### config.mk
export PLATFORM = sky130hd
export DESIGN_NAME = hpes_top
export DESIGN_NICKNAME = d
export VERILOG_FILES = /design/src/hpes_top.v /design/src/hpes_sync.v /design/src/hpes_port.v
export VERILOG_INCLUDE_DIRS = /design/src
export SDC_FILE = /design/constraint.sdc
export NUM_CORES = 1
export LEC_CHECK = 0
export ABC_AREA = 1
export BUFFER_PORTS_ARGS = -buffer_cell sky130_fd_sc_hd__buf_4
export CAP_MARGIN = 5
export CORE_AREA = 5 5 193 195
export DETAILED_ROUTE_END_ITERATION = 16
export DIE_AREA = 0 0 198 200
export MAX_ROUTING_LAYER = met4
export RECOVER_POWER = 50
export SYNTH_ARGS = -nofsm -noshare
export SYNTH_HDL_FRONTEND = slang
export SYNTH_HIERARCHICAL = 1
export SYNTH_SLANG_ARGS = --single-unit
### constraint.sdc
create_clock -name i_clk -period 1.6 [get_ports i_clk]
set_input_delay 0 -clock i_clk [delete_from_list [all_inputs] [get_ports i_clk]]
set_output_delay 0 -clock i_clk [all_outputs]
set_load 0.1 [all_outputs]
### src/hpes_defines.vh
// Purpose: constants for the hot-plug event signalling block
// Assumes: plain Verilog-2005, one clock, no register bus
// Notes: slot bit positions follow the slot status/control layout
//
// Behaviour
// sensor inputs and indicator outputs pass through external expanders on master bus
// hot-plug interrupt raised only while the port's global enable is set
// each of five slot events requests interrupt unless its enable or global masks
// unmasked interrupt goes out as msi or legacy intx per command bits
// in d3hot, unmasked event with global enable clear sends wake message only
// in d3hot, unmasked event with global enable set sends wake and interrupt
// in d3hot, an individually masked event sends neither wake nor interrupt
// command completed never causes a wake message, may still interrupt
// general event output offered as gpio alternate function for legacy systems
// port's general event control bit suppresses its intx, msi and wake
// port in general event mode reports each event on general event output
// gpio pin shows general event only when set to its alternate function
// asserting general event for a port sets that port's status bit
// general event status bit sets only for ports in general event mode
// general event mode leaves slot status and mask bits working unchanged
// non hot-plug interrupt and wake sources pass through unaffected
// during reset all i/o outputs are held released, not driven
// one controller and one control/status bit per downstream port 1..15
// command completed not set by eeprom initialisation of hot-plug registers
// general event output stays asserted while any status bit is set
`ifndef HPES_DEFINES_VH
`define HPES_DEFINES_VH
`define HPES_NPORTS 15
`define HPES_NEVT 5
// event bit positions inside the per-port event vector
`define HPES_EVT_BTN_BIT 0
`define HPES_EVT_FAULT_BIT 1
`define HPES_EVT_LATCH_BIT 2
`define HPES_EVT_PRES_BIT 3
`define HPES_EVT_CMD_BIT 4
`define HPES_EVT_NONE 5'h00
`define HPES_WAKE_MASK 5'h0f
`define HPES_GPIO_ALT_BIT 5
`endif

### src/hpes_top.v
`include "hpes_defines.vh"
// Purpose: hot-plug event signalling for all downstream ports
// Assumes: event pulses come from the expander poller on the same clock
// Notes: message generation itself lives outside; this gives request levels
module hpes_top #(
  parameter NPORTS = `HPES_NPORTS
) (
  input wire i_clk,
  input wire i_arst_n,
  input wire [NPORTS*`HPES_NEVT-1:0] i_slot_event,
  input wire [NPORTS*`HPES_NEVT-1:0] i_slot_status_clr,
  input wire [NPORTS*`HPES_NEVT-1:0] i_slot_event_en,
  input wire [NPORTS-1:0] i_hotplug_int_enable,
  input wire i_cc_from_eeprom,
  input wire [NPORTS-1:0] i_port_d3hot,
  input wire i_switch_d3hot,
  input wire [NPORTS-1:0] i_msi_enable,
  input wire [NPORTS-1:0] i_legacy_int_disable,
  input wire [NPORTS-1:0] i_general_event_control,
  input wire [NPORTS-1:0] i_general_event_status_clr,
  input wire [NPORTS-1:0] i_other_int_req,
  input wire [NPORTS-1:0] i_other_wake_req,
  input wire i_gpio_alt_sel,
  input wire i_gpio_out,
  input wire i_gpio_oe,
  input wire i_smb_scl_in,
  input wire i_smb_sda_in,
  input wire i_smb_scl_out,
  input wire i_smb_scl_oe,
  input wire i_smb_sda_out,
  input wire i_smb_sda_oe,
  output wire o_smb_scl_sync,
  output wire o_smb_sda_sync,
  output wire o_smb_scl_out,
  output wire o_smb_scl_oe,
  output wire o_smb_sda_out,
  output wire o_smb_sda_oe,
  output reg [NPORTS*`HPES_NEVT-1:0] o_slot_status,
  output reg [NPORTS-1:0] o_msi_req,
  output reg [NPORTS-1:0] o_intx_req,
  output reg [NPORTS-1:0] o_pme_req,
  output reg [NPORTS-1:0] o_general_event_status,
  output reg o_general_event_out,
  output wire o_gpio5_out,
  output wire o_gpio5_oe
);
  // ***********************************************************
  // per-port controllers
  // ***********************************************************
  wire [NPORTS*`HPES_NEVT-1:0] slot_status;
  wire [NPORTS-1:0] int_req;
  wire [NPORTS-1:0] wake_req;
  wire [NPORTS-1:0] gpe_req;
  wire [NPORTS-1:0] d3hot;
  reg [NPORTS-1:0] next_gpe_status;
  reg [NPORTS-1:0] gpe_req_q;

  assign d3hot = i_port_d3hot | {NPORTS{i_switch_d3hot}};

  genvar g;
  generate
    for (g = 0; g < NPORTS; g = g + 1)
    begin : g_port
      hpes_port u_port (
        .i_clk(i_clk),
        .i_arst_n(i_arst_n),
        .i_evt_set(i_slot_event[g*`HPES_NEVT +: `HPES_NEVT]),
        .i_cc_from_eeprom(i_cc_from_eeprom),
        .i_evt_clr(i_slot_status_clr[g*`HPES_NEVT +: `HPES_NEVT]),
        .i_evt_en(i_slot_event_en[g*`HPES_NEVT +: `HPES_NEVT]),
        .i_hotplug_int_enable(i_hotplug_int_enable[g]),
        .i_d3hot(d3hot[g]),
        .i_gpe_ctl(i_general_event_control[g]),
        .o_slot_status(slot_status[g*`HPES_NEVT +: `HPES_NEVT]),
        .o_int_req(int_req[g]),
        .o_wake_req(wake_req[g]),
        .o_gpe_req(gpe_req[g])
      );
    end
  endgenerate

  // ***********************************************************
  // general event status and output
  // ***********************************************************
  // status sets on a rising request; set beats a clear
  always @*
  begin
    next_gpe_status = (o_general_event_status & ~i_general_event_status_clr)
      | (gpe_req & ~gpe_req_q & i_general_event_control);
  end

  // ***********************************************************
  // registered request outputs
  // ***********************************************************
  always @(posedge i_clk or negedge i_arst_n)
  begin
    if (!i_arst_n)
    begin
      gpe_req_q <= {NPORTS{1'b0}};
      o_slot_status <= {NPORTS*`HPES_NEVT{1'b0}};
      o_msi_req <= {NPORTS{1'b0}};
      o_intx_req <= {NPORTS{1'b0}};
      o_pme_req <= {NPORTS{1'b0}};
      o_general_event_status <= {NPORTS{1'b0}};
      o_general_event_out <= 1'b0;
    end
    else
    begin
      gpe_req_q <= gpe_req;
      o_slot_status <= slot_status;
      // msi wins when enabled; intx only if not disabled
      o_msi_req <= (int_req & i_msi_enable) | (i_other_int_req & i_msi_enable);
      o_intx_req <= (int_req | i_other_int_req) & ~i_msi_enable
        & ~i_legacy_int_disable;
      o_pme_req <= wake_req | i_other_wake_req;
      o_general_event_status <= next_gpe_status;
      o_general_event_out <= |next_gpe_status;
    end
  end

  // ***********************************************************
  // pins: gpio5 and master bus, released during reset
  // ***********************************************************
  // a pin held released in reset is safe for hot insertion
  assign o_gpio5_out = i_gpio_alt_sel ? o_general_event_out : i_gpio_out;
  assign o_gpio5_oe = i_arst_n & (i_gpio_alt_sel | i_gpio_oe);

  // expander traffic is passed through; polling protocol is outside
  assign o_smb_scl_out = i_smb_scl_out;
  assign o_smb_sda_out = i_smb_sda_out;
  assign o_smb_scl_oe = i_arst_n & i_smb_scl_oe;
  assign o_smb_sda_oe = i_arst_n & i_smb_sda_oe;

  hpes_sync #(
    .WIDTH(2)
  ) u_smb_sync (
    .i_clk(i_clk),
    .i_arst_n(i_arst_n),
    .i_d({i_smb_scl_in, i_smb_sda_in}),
    .o_q({o_smb_scl_sync, o_smb_sda_sync})
  );
endmodule // hpes_top

### src/hpes_sync.v
// Purpose: two-flop synchroniser for a bus of levels
// Assumes: inputs are from outside the clock domain
// Notes: first stage is read only by the second stage
module hpes_sync #(
  parameter WIDTH = 1
) (
  input wire i_clk,
  input wire i_arst_n,
  input wire [WIDTH-1:0] i_d,
  output wire [WIDTH-1:0] o_q
);
  reg [WIDTH-1:0] stage1;
  reg [WIDTH-1:0] stage2;

  always @(posedge i_clk or negedge i_arst_n)
  begin
    if (!i_arst_n)
    begin
      stage1 <= {WIDTH{1'b0}};
      stage2 <= {WIDTH{1'b0}};
    end
    else
    begin
      stage1 <= i_d;
      stage2 <= stage1;
    end
  end

  assign o_q = stage2;
endmodule // hpes_sync

### src/hpes_port.v
`include "hpes_defines.vh"
// Purpose: per-port slot status latching and event routing
// Assumes: slot event pulses come from the expander poller, same clock
// Notes: general event mode only changes where events are sent
module hpes_port (
  input wire i_clk,
  input wire i_arst_n,
  input wire [`HPES_NEVT-1:0] i_evt_set,
  input wire i_cc_from_eeprom,
  input wire [`HPES_NEVT-1:0] i_evt_clr,
  input wire [`HPES_NEVT-1:0] i_evt_en,
  input wire i_hotplug_int_enable,
  input wire i_d3hot,
  input wire i_gpe_ctl,
  output wire [`HPES_NEVT-1:0] o_slot_status,
  output wire o_int_req,
  output wire o_wake_req,
  output wire o_gpe_req
);
  reg [`HPES_NEVT-1:0] slot_status;
  wire [`HPES_NEVT-1:0] set_mask;
  wire [`HPES_NEVT-1:0] unmasked;
  wire any_int;
  wire any_wake;

  // eeprom loading of the registers must not flag command completed
  assign set_mask = i_cc_from_eeprom ?
    (i_evt_set & ~(`HPES_NEVT'h1 << `HPES_EVT_CMD_BIT)) : i_evt_set;

  // set wins over a software clear in the same cycle
  always @(posedge i_clk or negedge i_arst_n)
  begin
    if (!i_arst_n)
      slot_status <= `HPES_EVT_NONE;
    else
      slot_status <= (slot_status & ~i_evt_clr) | set_mask;
  end

  assign unmasked = slot_status & i_evt_en;
  assign any_int = (|unmasked) & i_hotplug_int_enable;
  assign any_wake = (|(unmasked & `HPES_WAKE_MASK)) & i_d3hot;

  assign o_slot_status = slot_status;
  assign o_int_req = any_int & ~i_gpe_ctl;
  assign o_wake_req = any_wake & ~i_gpe_ctl;
  // legacy mode reports every unmasked event, independent of global enable
  assign o_gpe_req = (|unmasked) & i_gpe_ctl;
endmodule // hpes_port

* Word level (Yosys, flattened, before mapping)
Index checks and enable logic that the tools add are counted.
** Cells by class
- Muxes and demuxes :: 16
- Bitwise operators :: 170
- Reductions and logical operators :: 31
** Operator list (number)
- $and 5x5->5 :: 30
- $and 15x15->15 :: 7
- $and 1x1->1 :: 78
- $mux 5 :: 15
- $not 5->5 :: 15
- $or 15x15->15 :: 5
- $or 5x5->5 :: 15
- $reduce_or 5->1 :: 15
- $not 15->15 :: 4
- $reduce_or 4->1 :: 15
- $not 1->1 :: 15
- $reduce_or 15->1 :: 1
- $mux 1 :: 1
- $or 1x1->1 :: 1
** Storage, ports and cells
- Register bits after elaboration :: 230
- Input bits :: 358
- Output and inout bits :: 144
- Logic and storage cells :: 241

* Logic depth before layout (Yosys ltp)
Gate-level depths: netlist of run 1.
- Word-level depth :: 7
- Depth in mapped cells :: 10
- Mapped depth without buffers :: 10

* By module
The synthesis of run 1 kept the hierarchy.
** By module, submodules not included
- hpes_top :: times used 1, cells each 338, area an instance 4695.8 µm², sequential area each 3778.6 µm²
- hpes_port :: times used 15, cells each 30, area an instance 241.5 µm², sequential area each 125.1 µm²
- hpes_sync :: times used 1, cells each 4, area an instance 100.1 µm², sequential area each 100.1 µm²

* Worst setup path before layout of run 1
No wires, ideal clock.
- Path type :: reg-to-output
- From :: register o_general_event_out
- To :: output port o_gpio5_out
- Arrival :: 1.553 ns
- Data required time :: 1.600 ns
- Path slack :: 0.047 ns
- Stages on the path, launching flop included :: 2
- Path buffers :: 0
- Path through :: dfrtp_1 > mux2_2
** On the way
- Word-level cells in the longest chain between the ends :: 1
** Ends and longest elaborated chain
- start, declared :: line hpes_top.v:43 : output reg o_general_event_out,
- start signal, assigned :: line hpes_top.v:117 : o_general_event_out <= |next_gpe_status;
- $mux 1 :: line hpes_top.v:125 : assign o_gpio5_out = i_gpio_alt_sel ? o_general_event_out : i_gpio_out;
- end, declared :: line hpes_top.v:44 : output wire o_gpio5_out,
Every way passes these cells.

* Worst setup path after layout of run 1
- From :: register g_port[12].u_port.slot_status[3]
- To :: register o_general_event_out
** On the way
- Word-level cells in the longest chain between the ends :: 7
** Ends and longest elaborated chain
- start, declared :: line hpes_port.v:20 : reg [`HPES_NEVT-1:0] slot_status;
- start signal, assigned :: line hpes_port.v:34 : slot_status <= `HPES_EVT_NONE;
- start signal, assigned :: line hpes_port.v:36 : slot_status <= (slot_status & ~i_evt_clr) | set_mask;
- $and 5x5->5 :: line hpes_port.v:39 : assign unmasked = slot_status & i_evt_en;
- $reduce_or 5->1 :: line hpes_port.v:47 : assign o_gpe_req = (|unmasked) & i_gpe_ctl;
- $and 1x1->1 :: line hpes_port.v:47
- via gpe_req[12] :: line hpes_top.v:53 : wire [NPORTS-1:0] gpe_req;
- $and 15x15->15 (2 in series) :: line hpes_top.v:89 : | (gpe_req & ~gpe_req_q & i_general_event_control);
- $or 15x15->15 :: line hpes_top.v:89
- via next_gpe_status[12] :: line hpes_top.v:55 : reg [NPORTS-1:0] next_gpe_status;
- $reduce_or 15->1 :: line hpes_top.v:117
The timed path passes the listed nets, and every way through them passes these cells.

==> qor.yml, run 1 <==
synth_area_per_cell_sq_um: 10.63
synthDistinctLibCells: 20
clock_path_buffers: 3
cp_slowest_cell: "dfrtp_1"
setup_viol: 0
hold_depth: 0
start_util_pct: 23.90
worstPathRequired_ns: 2.01
leakage_nw: 8.820
rsz0062_at_grt: "true"
crit_path_max_fanout: 3
worst_path_largest_cell_delay_ns: 0.39
hold_path.class: "in -> out"
insertion_delay_ns: 0.53
core_sq_um: 35220
stdcell_count: 2160
vias: 8823
io-pin-count: 502
endpoint_kind: "flip-flop"
slew_headroom_pct: 33.15
cts_tree: "done"
syn-num-nets: 1150
synthesis.area_sq_um: 8418
cts_max_level: 1
die_w_um: 198
critPathArrivalTime_ns: 1.95
drive_above_1_share_pct: 36.30
hold_viol_final: 0
yosys.area.top_type: "dfrtp_1"
die_h_um: 200
startpoint_type: "flip-flop"
cpMostUsedCell: "nand2_1"
first_global_vias: 10100
synth.area.top_cells: "dfrtp_1 68%, nand2_1 7.0%, inv_1 6.8%"
ys_seq_area_share_pct: 68.37
area_delta_synth_final_pct: 103.9
post-route-period-util_pct: 96.31
clock_skew_ns: 0.01124
ir_worst_vdd_mv: 0.7233
antenna_found_initial: 2
finalCriticalPeriod_ns: 1.541
place_area_sq_um: 12840
row_count: 69
dieArea_sq_um: 39600
nNetsFinal: 2037
placed_cells: 1761
drt-wirelength-per-cell_um: 17.18
worstPathCellList: "nand2_1 -> nand2_1 -> nor2_4 -> a21oi_1 -> nand3_2 -> nand2_4 -> nor2_4 -> nand2_1 -> nor2_4 -> nand2_1"
reg2reg_depth: 10
grt_pass1_wl_um: 54950
postLayoutCellArea_sq_um: 17160
viasPerCell: 4.085
ant_nets: 0
finalWirelength_um: 37100
num-fill-cells: 3098
place_hpwl_um: 25500
cts-root-buf: "clkbuf_16"
yosysTopAreaCellShare_pct: 68.37
dr.first_iter.drc_count: 278
max-cap-violations: 0
max_freq_ghz: 0.6490
gp_congestion: 0.9263
timing.final.max_slew_violations: 0
drc: 0
synth.ff_latch_count: 230
numCtsBuffers: 27
cts.sinks: 230
numPortBuffers: 497
criticalPathCategory: "reg -> reg"
syn_inst: 792
tightest_slew_ns: 1.003
hold_slack_ns: 0.0002169
p_per_area_nw_per_um2: 995.8
grt_max_degree: 91
gr-total-overflow: 0
outcome: "finished clean"
grt_usage_pct: 18.35
ys_warn_count: 6
drtPass1Iterations: 4
clkTransAtPathRegs_ns: 0.06
==> per-stage QoR <==
step,total power [mW],setup WS (ns),setup TNS (ns),util [%]
finish,17.09,0.05906,0,48.73
global route,17.78,-0.04557,-0.04557,48.72
CTS,17.27,0.01934,0,48.82
detailed placement,10.57,-0.1328,-0.1328,36.46
global placement,10.54,-0.09612,-0.09612,36.46
floorplan,8.968,0.04718,0,-
==> placed cells by master, fill, tap and decap left out, types with 2 or more instances in the layout <==
cell and n:
or2_2 20, o21bai_1 60, clkbuf_8 7, o22ai_1 15, nor2_1 48, nor3_1 15
clkbuf_1 11, clkbuf_16 27, buf_4 502, inv_1 152, dfrtp_1 230, or2_1 10
a21oi_1 29, nand2_1 155, dlygate4sd3_1 347, diode_2 2, nand3_1 7, nor2_4 3
nor2_2 18, nand3_2 7, clkbuf_2 3, nand2_2 14, clkbuf_4 4, clkinv_2 4
==> path summary, 6_finish.rpt <==
path / from / end / slack, ns
worst max-delay path: g_port[12].u_port/o_slot_status[3]$_DFF_PN0_ / o_general_event_out$_DFF_PN0_ / 0.06
worst min-delay path: i_smb_scl_out / o_smb_scl_out / 0.0002
worst max register to register: g_port[12].u_port/o_slot_status[3]$_DFF_PN0_ / o_general_event_out$_DFF_PN0_ / 0.06
worst min register to register: u_smb_sync/stage1[1]$_DFF_PN0_ / u_smb_sync/o_q[1]$_DFF_PN0_ / 0.35
max in group asynchronous: i_arst_n / o_general_event_status[0]$_DFF_PN0_ / 0.28
min in group asynchronous: i_arst_n / g_port[4].u_port/o_slot_status[1]$_DFF_PN0_ / 0.48
==> cell families (layout without fill, tap and decap cells) <==
| family | after synthesis | count (layout) | share of synthesized area [%] |
|---|---|---|---|
| mux | 1 | 1 | 0.1338 |
| compound gates | 107 | 107 | 8.442 |
| other cells | 0 | 2 | 0 |
| simple gates | 299 | 299 | 16.04 |
| flops | 230 | 230 | 68.37 |
| buf+inv | 155 | 1060 | 7.015 |
==> synth_stat cells, drive strengths merged <==
cell    count
o21a        1
a21oi      30
nand3b      1
o22ai      15
nand2     170
buf         3
nor3       15
mux2        1
o21bai     60
inv       152
nor2       69
dfrtp     230
nand3      14
or2        30
o21ai       1
==> layer usage <==
metal,track usage [%],vias to the layer above,wire length (um),share of wire [%]
li1,-,4191,-,-
met1,20.00,4132,13690,37
met2,32.35,409,18790,51
met3,4.481,91,3187,8.6
met4,7.243,0,1431,3.9
met5,-,-,0,0
==> flip-flops by register name (all words and copies together) (netlist names) <==
signal and count:
o_general_event_status 15, o_general_event_out 1, u_smb_sync/o_q 2, o_msi_req 15, o_slot_status 75, gpe_req_q 15
g_port.u_port/o_slot_status 75, o_intx_req 15, u_smb_sync/stage1 2, o_pme_req 15
==> critical path, delay by kind of cell, from the launching register on <==
family / cells / cell delay [ns]
AO/OA/AOI/OAI: 1 / 0.11
flip-flops: 1 / 0.39
AND/OR/NAND/NOR: 9 / 0.91
==> what timing repair did <==
item                       in CTS  in global routing
setup endpoints to repair       1                  4
buffers inserted                0                  2
hold endpoints to repair      383                  0
cloned                          0                  0
gates resized for setup         4                  6
pin swaps                       0                  5
hold buffers                  349                  0
==> power by group <==
group          switching [mW]  internal [mW]  total [mW]  leakage [nW]
clock network            2.40           3.41        5.81         0.412
logic                    3.02           1.79        4.81          5.77
registers               0.225           6.24        6.46          2.64
total                    5.65           11.4        17.1          8.82
==> final cells by class <==
| cell class | count | area (sq um) | area share, % |
|---|---|---|---|
| sequential | 230 | 5756 | 33.53 |
| tap | 461 | 576.8 | 3.361 |
| multi-input combinational | 407 | 2108 | 12.28 |
| timing repair buffer | 861 | 7313 | 42.61 |
| clock inverter | 6 | 36.28 | 0.2114 |
| clock buffer | 41 | 798.3 | 4.651 |
| inverter | 152 | 570.5 | 3.324 |
| antenna | 2 | 5.005 | 0.02916 |
(Power assumes the default switching activity.)
==> run 2: changes to the inputs <==
--- a/config.mk
+++ b/config.mk
@@ -7,11 +7,11 @@
 export NUM_CORES = 1
 export LEC_CHECK = 0
 export ABC_AREA = 1
-export BUFFER_PORTS_ARGS = -buffer_cell sky130_fd_sc_hd__buf_4
 export CAP_MARGIN = 5
 export CORE_AREA = 5 5 193 195
 export DETAILED_ROUTE_END_ITERATION = 16
 export DIE_AREA = 0 0 198 200
+export DONT_BUFFER_PORTS = 1
 export MAX_ROUTING_LAYER = met4
 export RECOVER_POWER = 50
 export SYNTH_ARGS = -nofsm -noshare
==> qor.yml, run 2 <==
outcome: "did not finish"
failing_step: "4_1_cts"
stop_error: "[ERROR RSZ-0060] Max buffer count reached."
synth.ff_latch_count: 230
syn-num-nets: 1150
cts-resized-gates: 1
cts_max_level: 1
ys_warn_count: 6
synth_compound_gate_area_share_pct: 8.442
numPortBuffers: 0
synth_top_flop_cell: "dfrtp_1"
synth-xor-area-share_pct: 0
cts.sinks: 230
start_util_pct: 23.90
syn_inst: 792
synth.area.top_cells: "dfrtp_1 68%, nand2_1 7.0%, inv_1 6.8%"
die_h_um: 200
synth_common_cells: "230 x dfrtp_1, 157 x nand2_1, 152 x inv_1, 60 x o21bai_1, 51 x nor2_1"
ys_seq_area_share_pct: 68.37
yosysMostFrequentCell: "dfrtp_1"
yosysTopAreaCellShare_pct: 68.37
async_reset_ff_share_pct: 100.0
yosys.area.top_type: "dfrtp_1"
place_hpwl_um: 22870
post_cts_buffers: 0
synth_area_per_cell_sq_um: 10.63
synthesis.area_sq_um: 8418
synthDistinctLibCells: 20
synthMuxAreaShare_pct: 0.1338
synth_edf_count: 0
clock_path_buffers: 3
numCtsBuffers: 25
synth_top_family_by_area: "simple AND/OR/NAND/NOR gates"
die_w_um: 198
yosys.area_share.simple_pct: 16.04
cts-root-buf: "clkbuf_16"
synth-adder-area-share_pct: 0
place_area_sq_um: 10140
gp_congestion: 0.8537
row_count: 69
io-pin-count: 502
holdBufCountCts: 289
## run 2: kinds of logic after synthesis
family	after synthesis
compound gates	107
mux	1
simple gates	299
buf+inv	155
flops	230
## run 2: through the flow
step           worst slack, ns  cells   TNS, ns  utilization, %  hold slack, ns
3_5_place_dp          -0.02052   1403  -0.02052           28.78         -0.2882
3_3_place_gp           0.01758   1403         0           28.78         -0.2882
2_1_floorplan          0.04718    792         0               -         -0.2956
==> run 3: changes to the inputs <==
--- a/config.mk
+++ b/config.mk
@@ -8,11 +8,11 @@
 export LEC_CHECK = 0
 export ABC_AREA = 1
 export CAP_MARGIN = 5
-export CORE_AREA = 5 5 193 195
+export CORE_AREA = 5 5 192 194
 export DETAILED_ROUTE_END_ITERATION = 16
-export DIE_AREA = 0 0 198 200
+export DIE_AREA = 0 0 197 199
 export DONT_BUFFER_PORTS = 1
-export MAX_ROUTING_LAYER = met4
+export PLACE_DENSITY_LB_ADDON = 0.15
 export RECOVER_POWER = 50
 export SYNTH_ARGS = -nofsm -noshare
 export SYNTH_HDL_FRONTEND = slang
==> qor.yml, run 3 <==
outcome: "did not finish"
failing_step: "4_1_cts"
stop_error: "[ERROR RSZ-0060] Max buffer count reached."
place_area_sq_um: 10220
holdBufCountCts: 294
gp_congestion: 0.7917
synthDistinctLibCells: 20
cts.sinks: 230
die_h_um: 199
post_cts_buffers: 0
ys_warn_count: 6
yosys.area.top_type: "dfrtp_1"
cts-resized-gates: 4
synthesis.area_sq_um: 8418
synth_common_cells: "230 x dfrtp_1, 157 x nand2_1, 152 x inv_1, 60 x o21bai_1, 51 x nor2_1"
synth.area.top_cells: "dfrtp_1 68%, nand2_1 7.0%, inv_1 6.8%"
ys_seq_area_share_pct: 68.37
clock_path_buffers: 3
synth_edf_count: 0
numPortBuffers: 0
async_reset_ff_share_pct: 100.0
synth_area_per_cell_sq_um: 10.63
start_util_pct: 24.02
cts-root-buf: "clkbuf_16"
die_w_um: 197
yosysMostFrequentCell: "dfrtp_1"
syn_inst: 792
syn-num-nets: 1150
synth_top_flop_cell: "dfrtp_1"
numCtsBuffers: 27
synth.ff_latch_count: 230
place_hpwl_um: 22710
row_count: 69
yosysTopAreaCellShare_pct: 68.37
place_ws_ns: -0.09660
io-pin-count: 502
cts_max_level: 1
run 3: cell counts after synthesis:
No cell type changed its count.
run 3: metrics by stage:
| step | instances | utilization (%) |
|---|---|---|
| 3_5_place_dp | 1414 | 29.15 |
| 2_1_floorplan | 792 | - |
| 3_3_place_gp | 1414 | 29.15 |
run 3: cells by family after synthesis:
logic type             synth area share (%)
and+or+nand+nor                       16.04
buffers and inverters                 7.015
AOI/OAI and AO/OA                     8.442
DFF                                   68.37
muxes                                0.1338
